$ cat src/sfs_pkg.sv
// sfs_pkg: opcodes, status field layout, phase lengths and timing for the
// serial flash sequencer. assumes a 10 MHz system clock.
package sfs_pkg;

  // opcodes
  localparam logic [7:0] OP_WSR  = 8'h01;
  localparam logic [7:0] OP_WDIS = 8'h04;
  localparam logic [7:0] OP_WEN  = 8'h06;
  localparam logic [7:0] OP_RSR1 = 8'h05;
  localparam logic [7:0] OP_RSR2 = 8'h35;
  localparam logic [7:0] OP_READ = 8'h03;
  localparam logic [7:0] OP_FAST = 8'h0B;
  localparam logic [7:0] OP_DOUT = 8'h3B;
  localparam logic [7:0] OP_QOUT = 8'h6B;
  localparam logic [7:0] OP_DIO  = 8'hBB;
  localparam logic [7:0] OP_QIO  = 8'hEB;

  // status_protect_low holds bits 7..2, status_protect_high bits 14..8
  localparam logic [5:0] SR1_RST     = 6'h00;
  localparam logic [6:0] SR2_RST     = 7'h00;
  localparam int         SR2_COMPL     = 6;
  localparam int         SR2_QUAD_EN   = 1;
  localparam int         SR2_PROT_HI   = 0;
  localparam logic [6:0] SR2_LOCK_MASK = 7'h3C;

  // continuous read arm pattern on mode bits 5..4
  localparam logic [1:0] CONT_ARM = 2'h2;

  // phase lengths in bits or clocks
  localparam int OPC_BITS  = 8;
  localparam int ADDR_BITS = 24;
  localparam int MODE_BITS = 8;
  localparam int DUMMY_STD = 8;
  localparam int DUMMY_QIO = 4;
  localparam int WSR_SHORT = 8;
  localparam int WSR_LONG  = 16;

  // self-timed status write
  localparam int CLK_MHZ              = 10;
  localparam int STATUS_WRITE_TIME_US = 10;
  localparam int STATUS_WRITE_CYCLES  = STATUS_WRITE_TIME_US * CLK_MHZ;

  typedef enum logic [6:0] {
    ST_OPC   = 7'h01,
    ST_ADDR  = 7'h02,
    ST_MODE  = 7'h04,
    ST_DUMMY = 7'h08,
    ST_DATA  = 7'h10,
    ST_WSR   = 7'h20,
    ST_SKIP  = 7'h40
  } sfs_state_t;

endpackage : sfs_pkg

$ cat src/sfs_sync.sv
// sfs_sync: two-stage synchroniser for a bundle of pins.
// assumes each bit is an independent level; no bus coherence.
`timescale 1ns/10ps
module sfs_sync #(
  parameter int           W       = 1,
  parameter logic [W-1:0] RST_VAL = '0
) (
  // clock and reset
  input  logic         clk_sys,
  input  logic         arst_n,
  // pins in, synchronised out
  input  logic [W-1:0] d,
  output logic [W-1:0] q
);

  logic [W-1:0] metaQ;

  always_ff @(posedge clk_sys or negedge arst_n) begin
    if (!arst_n) begin
      metaQ <= RST_VAL;
      q     <= RST_VAL;
    end else begin
      metaQ <= d;
      q     <= metaQ;
    end
  end

endmodule : sfs_sync

$ cat src/sfs_array.sv
// sfs_array: byte array behind the read path, one write and one read port.
// assumes the read address settles well before the data is used.
`timescale 1ns/10ps
module sfs_array #(
  parameter int AW = 8
) (
  // clock
  input  logic          clk_sys,
  // preload port
  input  logic          wrEn,
  input  logic [AW-1:0] wrAddr,
  input  logic [7:0]    wrData,
  // read port, one cycle latency
  input  logic [AW-1:0] rdAddr,
  output logic [7:0]    rdData
);

  logic [7:0] mem [2**AW];

  always_ff @(posedge clk_sys) begin
    if (wrEn) begin
      mem[wrAddr] <= wrData;
    end
    rdData <= mem[rdAddr];
  end

endmodule : sfs_array

$ cat src/sfs_flash_seq.sv
// sfs_flash_seq: serial flash command sequencer, status write and read family.
// assumes sck is slow against clk_sys (at least 4 system clocks per half period).
// Contract
// [RQ1] status write opcode accepted only while write enable latch is set
// [RQ2] status write changes only bits 7..2 and 14..8
// [RQ3] security lock bits once set can never be cleared
// [RQ4] status write executes only if chip select rises after 8 or 16 bits
// [RQ5] an eight-bit status write clears complement, quad enable and protect high bits
// [RQ6] valid status write starts a timed busy cycle; status reads still answered
// [RQ7] end of the busy cycle clears the write enable latch
// [RQ8] all status bits start at zero
// [RQ9] plain read takes opcode and 24-bit address on rising edges
// [RQ10] read data leaves on falling edges, most significant bit first
// [RQ11] address increments after each byte until chip select rises
// [RQ12] reads arriving while busy are ignored entirely
// [RQ13] fast read inserts eight dummy clocks; output undriven meanwhile
// [RQ14] dual output read is fast read with data on lines 0 and 1
// [RQ15] host releases line 0 before the first dual data clock
// [RQ16] quad output read uses four lines, needs quad enable set
// [RQ17] host floats shared lines before first data clock
// [RQ18] dual io read takes address and mode two bits per clock
// [RQ19] mode bits 5..4 equal 10 arm opcode-less next read
// [RQ20] any other mode value returns to normal opcode decoding
// [RQ21] lower four mode bits are ignored
// [RQ22] quad io read: four lines, four dummy clocks, needs quad enable
// [RQ23] dual bytes: line 1 carries odd bits, line 0 even bits
// [RQ24] quad bytes: lines 3..0 carry bits 7..4 then 3..0
// [RQ25] host drives odd address bits on line 1, even on line 0
// [RQ26] host drives quad address with line 3 carrying bit 23 first
// [RQ27] sixteen-bit write: first byte low register, second high register
`timescale 1ns/10ps
module sfs_flash_seq
  import sfs_pkg::*;
#(
  parameter int ARRAY_AW  = 8,
  parameter int WSR_TICKS = STATUS_WRITE_CYCLES
) (
  // system
  input  logic                clk_sys,
  input  logic                arst_n,
  // serial link pins
  input  logic                csN,
  input  logic                sck,
  input  logic [3:0]          dataLineIn,
  output logic [3:0]          dataLineOut,
  output logic [3:0]          dataLineOe,
  // array preload
  input  logic                arrWrEn,
  input  logic [ARRAY_AW-1:0] arrWrAddr,
  input  logic [7:0]          arrWrData,
  // status view, high byte then low byte
  output logic [15:0]         statusView
);

  logic [5:0]  pinS;
  logic        csHi;
  logic        sckS;
  logic [3:0]  ioS;
  logic        sckPrevQ;
  logic        csPrevQ;
  logic        riseEv;
  logic        fallEv;
  logic        csRise;

  sfs_state_t  stateQ, stateD;
  logic [1:0]  laneQ, laneD;
  logic [7:0]  cmdQ, cmdD;
  logic [4:0]  cntQ, cntD;
  logic [23:0] shQ, shD;
  logic [23:0] addrQ, addrD;
  logic [7:0]  modeQ, modeD;
  logic [7:0]  outShQ, outShD;
  logic [2:0]  chunkQ, chunkD;
  logic [4:0]  wsrCntQ, wsrCntD;
  logic [3:0]  ioOutQ, ioOutD;
  logic [3:0]  ioOeQ, ioOeD;
  logic        contQ, contD;
  logic [7:0]  contCmdQ, contCmdD;
  logic        wrEnLatchQ, wrEnLatchD;
  logic [5:0]  sr1Q, sr1D;
  logic [6:0]  sr2Q, sr2D;
  logic [15:0] busyCntQ, busyCntD;

  logic        busy;
  logic        quadEn;
  logic [23:0] shIn;
  logic [7:0]  opc;
  logic        opcDone;
  logic        opcRead;
  logic        opcQuad;
  sfs_state_t  opcNext;
  logic [1:0]  opcLane;
  logic [1:0]  dataLane;
  logic [4:0]  addrLast;
  logic [4:0]  modeLast;
  logic [4:0]  dumLast;
  logic [2:0]  chunkLast;
  logic [3:0]  stepBits;
  logic        statRd;
  logic        ioCmd;
  logic [7:0]  stat1;
  logic [7:0]  stat2;
  logic [7:0]  memData;
  logic [7:0]  srcByte;
  logic [7:0]  byteV;
  logic        commit;
  logic        longWr;
  logic [7:0]  wrLow;
  logic [6:0]  sr2Keep;
  logic        weSet;
  logic        weClr;
  logic        busyDone;

  sfs_sync #(
    .W       (6),
    .RST_VAL (6'h20)
  ) uPinSync (
    .clk_sys (clk_sys),
    .arst_n  (arst_n),
    .d       ({csN, sck, dataLineIn}),
    .q       (pinS)
  );

  sfs_array #(
    .AW (ARRAY_AW)
  ) uArray (
    .clk_sys (clk_sys),
    .wrEn    (arrWrEn),
    .wrAddr  (arrWrAddr),
    .wrData  (arrWrData),
    .rdAddr  (addrQ[ARRAY_AW-1:0]),
    .rdData  (memData)
  );

  assign csHi   = pinS[5];
  assign sckS   = pinS[4];
  assign ioS    = pinS[3:0];
  assign riseEv = !csHi && sckS && !sckPrevQ;
  assign fallEv = !csHi && !sckS && sckPrevQ;
  assign csRise = csHi && !csPrevQ;

  assign busy     = busyCntQ != 16'h0000;
  assign busyDone = busyCntQ == 16'h0001;
  assign quadEn   = sr2Q[SR2_QUAD_EN];

  // [RQ25] odd bits on line 1, even on line 0
  // [RQ26] line 3 holds the highest bit of each nibble
  assign shIn = (laneQ == 2'h2) ? {shQ[19:0], ioS} :
                (laneQ == 2'h1) ? {shQ[21:0], ioS[1:0]} : {shQ[22:0], ioS[0]};

  // [RQ9] opcode decode on rising edges
  assign opc     = shIn[7:0];
  assign opcDone = riseEv && (stateQ == ST_OPC) && (cntQ == 5'(OPC_BITS - 1));
  assign opcQuad = (opc == OP_QOUT) || (opc == OP_QIO);
  assign opcRead = (opc == OP_READ) || (opc == OP_FAST) || (opc == OP_DOUT) ||
                   (opc == OP_DIO) || opcQuad;
  assign opcLane = (opc == OP_QIO) ? 2'h2 : (opc == OP_DIO) ? 2'h1 : 2'h0;

  // [RQ1] write enable gate
  // [RQ12] busy blocks reads
  // [RQ16] quad enable gate
  always_comb begin
    opcNext = ST_SKIP;
    if (opc == OP_WSR) begin
      opcNext = (wrEnLatchQ && !busy) ? ST_WSR : ST_SKIP;
    end else if ((opc == OP_RSR1) || (opc == OP_RSR2)) begin
      opcNext = ST_DATA;
    end else if (opcRead) begin
      opcNext = (busy || (opcQuad && !quadEn)) ? ST_SKIP : ST_ADDR;
    end
  end

  assign ioCmd    = (cmdQ == OP_DIO) || (cmdQ == OP_QIO);
  assign statRd   = (cmdQ == OP_RSR1) || (cmdQ == OP_RSR2);
  // [RQ14] dual output lane
  assign dataLane = ((cmdQ == OP_QOUT) || (cmdQ == OP_QIO)) ? 2'h2 :
                    ((cmdQ == OP_DOUT) || (cmdQ == OP_DIO)) ? 2'h1 : 2'h0;
  assign addrLast = 5'((ADDR_BITS >> laneQ) - 1);
  assign modeLast = 5'((MODE_BITS >> laneQ) - 1);
  // [RQ13] eight dummies, [RQ22] four for quad io
  assign dumLast  = (cmdQ == OP_QIO) ? 5'(DUMMY_QIO - 1) : 5'(DUMMY_STD - 1);
  assign chunkLast = 3'((8 >> laneQ) - 1);
  assign stepBits  = (laneQ == 2'h2) ? 4'h4 : (laneQ == 2'h1) ? 4'h2 : 4'h1;

  // [RQ6] status stays readable while busy
  assign stat1   = {sr1Q, wrEnLatchQ, busy};
  assign stat2   = {1'b0, sr2Q};
  assign srcByte = statRd ? ((cmdQ == OP_RSR2) ? stat2 : stat1) : memData;
  assign byteV   = (chunkQ == 3'h0) ? srcByte : outShQ;

  always_comb begin
    stateD   = stateQ;
    laneD    = laneQ;
    cmdD     = cmdQ;
    cntD     = cntQ;
    shD      = shQ;
    addrD    = addrQ;
    modeD    = modeQ;
    outShD   = outShQ;
    chunkD   = chunkQ;
    wsrCntD  = wsrCntQ;
    ioOutD   = ioOutQ;
    ioOeD    = ioOeQ;
    if (csHi) begin
      // [RQ19] armed: next frame starts at the address
      // [RQ20] otherwise a full opcode is expected
      stateD  = contQ ? (busy ? ST_SKIP : ST_ADDR) : ST_OPC;
      cmdD    = contCmdQ;
      laneD   = !contQ ? 2'h0 : (contCmdQ == OP_QIO) ? 2'h2 : 2'h1;
      cntD    = 5'h00;
      chunkD  = 3'h0;
      wsrCntD = 5'h00;
      ioOeD   = 4'h0;
    end else if (riseEv) begin
      case (stateQ)
        ST_OPC: begin
          shD  = shIn;
          cntD = cntQ + 5'h01;
          if (opcDone) begin
            cmdD   = opc;
            cntD   = 5'h00;
            stateD = opcNext;
            laneD  = opcLane;
          end
        end
        ST_ADDR: begin
          shD  = shIn;
          cntD = cntQ + 5'h01;
          if (cntQ == addrLast) begin
            addrD = shIn;
            cntD  = 5'h00;
            if (ioCmd) begin
              stateD = ST_MODE;
            end else if (cmdQ == OP_READ) begin
              stateD = ST_DATA;
              laneD  = dataLane;
            end else begin
              stateD = ST_DUMMY;
            end
          end
        end
        // [RQ18] mode byte after the address
        ST_MODE: begin
          shD  = shIn;
          cntD = cntQ + 5'h01;
          if (cntQ == modeLast) begin
            modeD  = shIn[7:0];
            cntD   = 5'h00;
            stateD = (cmdQ == OP_QIO) ? ST_DUMMY : ST_DATA;
            laneD  = dataLane;
          end
        end
        ST_DUMMY: begin
          cntD = cntQ + 5'h01;
          if (cntQ == dumLast) begin
            stateD = ST_DATA;
            laneD  = dataLane;
          end
        end
        // [RQ27] bytes stream in msb first
        ST_WSR: begin
          shD = shIn;
          if (wsrCntQ != 5'h1F) begin
            wsrCntD = wsrCntQ + 5'h01;
          end
        end
        default: begin
        end
      endcase
    end else if (fallEv && (stateQ == ST_DATA)) begin
      // [RQ10] msb first on falling edges
      // [RQ23] dual split, [RQ24] quad split
      ioOutD = (laneQ == 2'h2) ? byteV[7:4] :
               (laneQ == 2'h1) ? {2'h0, byteV[7:6]} : {2'h0, byteV[7], 1'b0};
      ioOeD  = (laneQ == 2'h2) ? 4'hF : (laneQ == 2'h1) ? 4'h3 : 4'h2;
      outShD = byteV << stepBits;
      chunkD = (chunkQ == chunkLast) ? 3'h0 : chunkQ + 3'h1;
      // [RQ11] next byte address
      if ((chunkQ == chunkLast) && !statRd) begin
        addrD = addrQ + 24'h000001;
      end
    end
  end

  // [RQ4] only 8 or 16 data bits execute
  assign commit = csRise && (stateQ == ST_WSR) && wrEnLatchQ && !busy &&
                  ((wsrCntQ == 5'(WSR_SHORT)) || (wsrCntQ == 5'(WSR_LONG)));
  assign longWr = wsrCntQ == 5'(WSR_LONG);
  assign wrLow  = longWr ? shQ[15:8] : shQ[7:0];
  // [RQ3] lock bits only accumulate
  // [RQ5] short write drops complement, quad enable, protect high
  assign sr2Keep = sr2Q & SR2_LOCK_MASK;
  // [RQ2] only writable fields loaded
  assign sr1D = commit ? wrLow[7:2] : sr1Q;
  assign sr2D = !commit ? sr2Q : longWr ? (shQ[6:0] | sr2Keep) : sr2Keep;

  // [RQ6] self-timed busy cycle
  assign busyCntD = commit ? 16'(WSR_TICKS) : busy ? busyCntQ - 16'h0001 : 16'h0000;
  assign weSet    = opcDone && (opc == OP_WEN) && !busy;
  // [RQ7] latch drops at cycle end
  assign weClr    = (opcDone && (opc == OP_WDIS) && !busy) || busyDone;
  assign wrEnLatchD = weSet || (wrEnLatchQ && !weClr);

  // [RQ21] only mode bits 5..4 are looked at
  assign contD    = (csRise && ioCmd && ((stateQ == ST_DATA) || (stateQ == ST_DUMMY))) ?
                    (modeQ[5:4] == CONT_ARM) : contQ;
  assign contCmdD = csRise ? cmdQ : contCmdQ;

  assign dataLineOut = ioOutQ;
  assign dataLineOe  = ioOeQ;
  assign statusView  = {stat2, stat1};

  // [RQ8] factory state all zero
  always_ff @(posedge clk_sys or negedge arst_n) begin
    if (!arst_n) begin
      sr1Q     <= SR1_RST;
      sr2Q     <= SR2_RST;
      wrEnLatchQ <= 1'b0;
      busyCntQ <= 16'h0000;
      contQ    <= 1'b0;
      contCmdQ <= 8'h00;
    end else begin
      sr1Q     <= sr1D;
      sr2Q     <= sr2D;
      wrEnLatchQ <= wrEnLatchD;
      busyCntQ <= busyCntD;
      contQ    <= contD;
      contCmdQ <= contCmdD;
    end
  end

  always_ff @(posedge clk_sys or negedge arst_n) begin
    if (!arst_n) begin
      sckPrevQ <= 1'b0;
      csPrevQ  <= 1'b1;
      stateQ   <= ST_OPC;
      laneQ    <= 2'h0;
      cmdQ     <= 8'h00;
      cntQ     <= 5'h00;
      shQ      <= 24'h000000;
      addrQ    <= 24'h000000;
      modeQ    <= 8'h00;
      outShQ   <= 8'h00;
      chunkQ   <= 3'h0;
      wsrCntQ  <= 5'h00;
      ioOutQ   <= 4'h0;
      ioOeQ    <= 4'h0;
    end else begin
      sckPrevQ <= sckS;
      csPrevQ  <= csHi;
      stateQ   <= stateD;
      laneQ    <= laneD;
      cmdQ     <= cmdD;
      cntQ     <= cntD;
      shQ      <= shD;
      addrQ    <= addrD;
      modeQ    <= modeD;
      outShQ   <= outShD;
      chunkQ   <= chunkD;
      wsrCntQ  <= wsrCntD;
      ioOutQ   <= ioOutD;
      ioOeQ    <= ioOeD;
    end
  end
endmodule : sfs_flash_seq

$ cat config.mk
export PLATFORM = sky130hd
export DESIGN_NAME = sfs_flash_seq
export DESIGN_NICKNAME = d
export VERILOG_FILES = /design/src/sfs_pkg.sv /design/src/sfs_sync.sv /design/src/sfs_array.sv /design/src/sfs_flash_seq.sv
export SDC_FILE = /design/constraint.sdc
export NUM_CORES = 2
export LEC_CHECK = 0
export BUFFER_PORTS_ARGS = -buffer_cell sky130_fd_sc_hd__buf_2
export CORE_ASPECT_RATIO = 1.75
export CORE_MARGIN = 1.5
export CORE_UTILIZATION = 27
export CTS_CLUSTER_SIZE = 16
export DETAILED_ROUTE_END_ITERATION = 6
export PLACE_DENSITY_LB_ADDON = 0.05
export SLEW_MARGIN = 0
export SYNTH_ARGS = -nofsm -noshare
export SYNTH_HDL_FRONTEND = slang
export SYNTH_SLANG_ARGS = --single-unit
export TNS_END_PERCENT = 100
$ cat constraint.sdc
create_clock -name clk_sys -period 8.13 [get_ports clk_sys]
set_clock_uncertainty 0.05 [all_clocks]
set_input_delay 2.439 -clock clk_sys [delete_from_list [all_inputs] [get_ports clk_sys]]
set_output_delay 2.439 -clock clk_sys [all_outputs]
set_load 0.005 [all_outputs]
==> out/results.ini <==
[status]
outcome=complete, no violations

[yosys]
synth_nets=4560
yosys.area.top_type_share=0.7107
ys_ff_latch=2180
ys_seq_area_frac=0.7485
synthDistinctLibCells=74
yosys_warnings=0
synth_area_leaders=edfxtp_1 71%, mux4_2 13%, dfrtp_1 3.5%
synth_edf_count=2048
synthesis.area_um2=86530
postSynthCellCount=4519
synthFlopType=edfxtp_1
synth_top_area_cell=edfxtp_1
synth-async-reset-ratio=0.05688
syn_area_per_cell_um2=19.15

[final_layout]
seqCellArea_um2=64790
fillerInstances=30673
layout_commonest_cell=edfxtp_1
areaGrowthSynthToFinish_pct=14.65
fin_util=0.3115
multi_input_area_um2=20500
final_cell_mix=2048 x edfxtp_1, 488 x mux4_2, 343 x nor2_1
drive_gt1_frac=0.2199
nets=4707

[floorplan]
dieArea_um2=324000
die_w_um=430.9
start_util=0.2717
die_y_um=751.9
io_pins=49
rows=274
fp.coreArea_um2=318500

[global_routing]
antenna_found_initial=21
grt_overflow=0
grt_pass1_wl_mm=436.9
grt_max_degree=137
grt_pass1_vias=47726
track_usage=0.1991

[detailed_routing]
ant_nets=0
dr.pass1.iters=5
num_vias=44402
routed_wl_mm=325.4
via_per_inst=4.944
wire_per_inst_um=36.23
drc_errors=0
drt-initial-drc-count=3394

[timing]
hold_violations=0
slew_viol_final=0
setup_tns_ns=0
fin_crit_sh=0.7664
period_needed_ns=6.231
worstMarginPinSlew_ns=1.359
slew_headroom=0.08631
setup_viol_count_final=0
maxClockFrequency_mhz=160.5
rsz0062_at_grt=false

[worst_hold_path]
hp-class=flip-flop to flip-flop

[clock_tree]
cts_max_level=4
cts_buffer_depth=4
numCtsBuffers=218
cts_hold_buf=0
tritoncts=yes
clkLatencyLatePin_ns=0.91
cts_setup_buffers=0
cts.clk_slew.worst_paths_ns=0.06
root_buffer=clkbuf_16
cts_sinks=2180
ctsResizeCount=0

[worst_setup_path]
crit_path_start_kind=flip-flop
path_class=flip-flop to output port
worst-path-max-fanout=14
crit_arrival_ns=3.74
worstPathRequired_ns=5.64
end_kind=output port

[placed_design]
portBuffers=47
gp_congestion=0.8063
dp_hpwl_mm=218.2

[pwr]
peakVddDrop_uv=159.6
leakage_nw=30.31
power.density_nw_per_um2=232.1

[run]
cap_violations=0

-- final timing paths --
path,slack [ns],cells after the start,endpoint,from
max in group asynchronous,5.19,2,shQ[11],arst_n
setup / recovery,1.90,6,statusView[0],busyCntQ[2]
min in group asynchronous,1.53,1,stateQ[4],arst_n
hold / removal,0.31,0,uPinSync.q[5],uPinSync.metaQ[5]
hold reg to reg,0.31,0,uPinSync.q[5],uPinSync.metaQ[5]
setup reg to reg,3.27,8,uArray.rdData[7],addrQ[3]
-- kinds of logic after synthesis --
kind of cell,after synthesis,synth area share
and+or+nand+nor,803,0.04190
buffers and inverters,309,0.01609
DFF,2180,0.7485
adders and majority gates,16,0.002313
muxes,675,0.1491
xor gates and xnor gates,25,0.002530
AOI/OAI and AO/OA,510,0.03956
other,1,0.00004334
-- final cells by class --
| type | instances | share of cell area |
|---|---|---|
| Sequential cell | 2180 | 0.6531 |
| Multi-Input combinational cell | 2030 | 0.2066 |
| Clock buffer | 258 | 0.05715 |
| Tap cell | 4140 | 0.05221 |
| Timing Repair Buffer | 206 | 0.01780 |
| Clock inverter | 130 | 0.01183 |
| Inverter | 30 | 0.001186 |
| Antenna cell | 7 | 0.0001766 |
-- worst max-delay path: stages, from the launching register on --
cell     delay, ns
dfrtp_1       0.42
or4_1         0.60
nor4_2        1.04
and2_1        0.30
buf_4         0.24
inv_1         0.10
buf_2         0.15
-- metrics by stage --
step                      cell area [um^2]  worst slack (ns)  instances  hold WS [ns]  power (mW)
after floorplan                      86530             3.825       4519        0.2812       12.75
after global placement               92350             2.595       8586        0.2935       13.20
after detailed placement             92350             2.526       8586        0.2870       13.20
after CTS                            99190             1.745       8974        0.3075       23.36
after global routing                 99190             1.755       8975        0.3134       23.70
final                                99210             1.899       8981        0.3064       23.02
-- power by group --
part / internal, mW / switching (mW)
sequential: 12.3 / 0.0592
combinational: 0.110 / 0.440
clock: 5.62 / 4.48
-- state kept, by name (all words and copies together), names as in the netlist, 7 cells and up --
register	flops
addrQ	8
busyCntQ	16
cmdQ	8
contCmdQ	8
outShQ	8
shQ	16
sr2Q	7
stateQ	7
uArray.mem	2048
uArray.rdData	8
-- cells in the mapped netlist (all sizes together), types with 7 or more instances --
master,count
nand2b,18
a2111oi,7
nand2,192
mux2i,157
inv,29
o21ai,107
mux2,30
nor2b,45
xnor2,15
a22o,8
a31oi,20
clkbuf,159
o21a,8
a21oi,84
nor2,346
xor2,10
and3,10
and2,11
o211ai,15
a22oi,84
a221oi,32
nor3,28
nand3,66
a21o,14
mux4,488
a211oi,26
nand4,23
dfrtp,120
o41ai,8
dfxtp,8
nor3b,7
edfxtp,2048
o22ai,42
nor4,17
ha,16
buf,120
or3,14
o31ai,9
-- routing by layer --
metal  wire (um)  track usage  vias to the layer above
met3       10510      0.02167                      392
met2      186700       0.3972                      976
met1      116300       0.2139                    24308
li1            -            -                    18718
met4       11840      0.06592                        8
met5          49            0                        -
No activity file was read; power rests on OpenSTA's default activity.
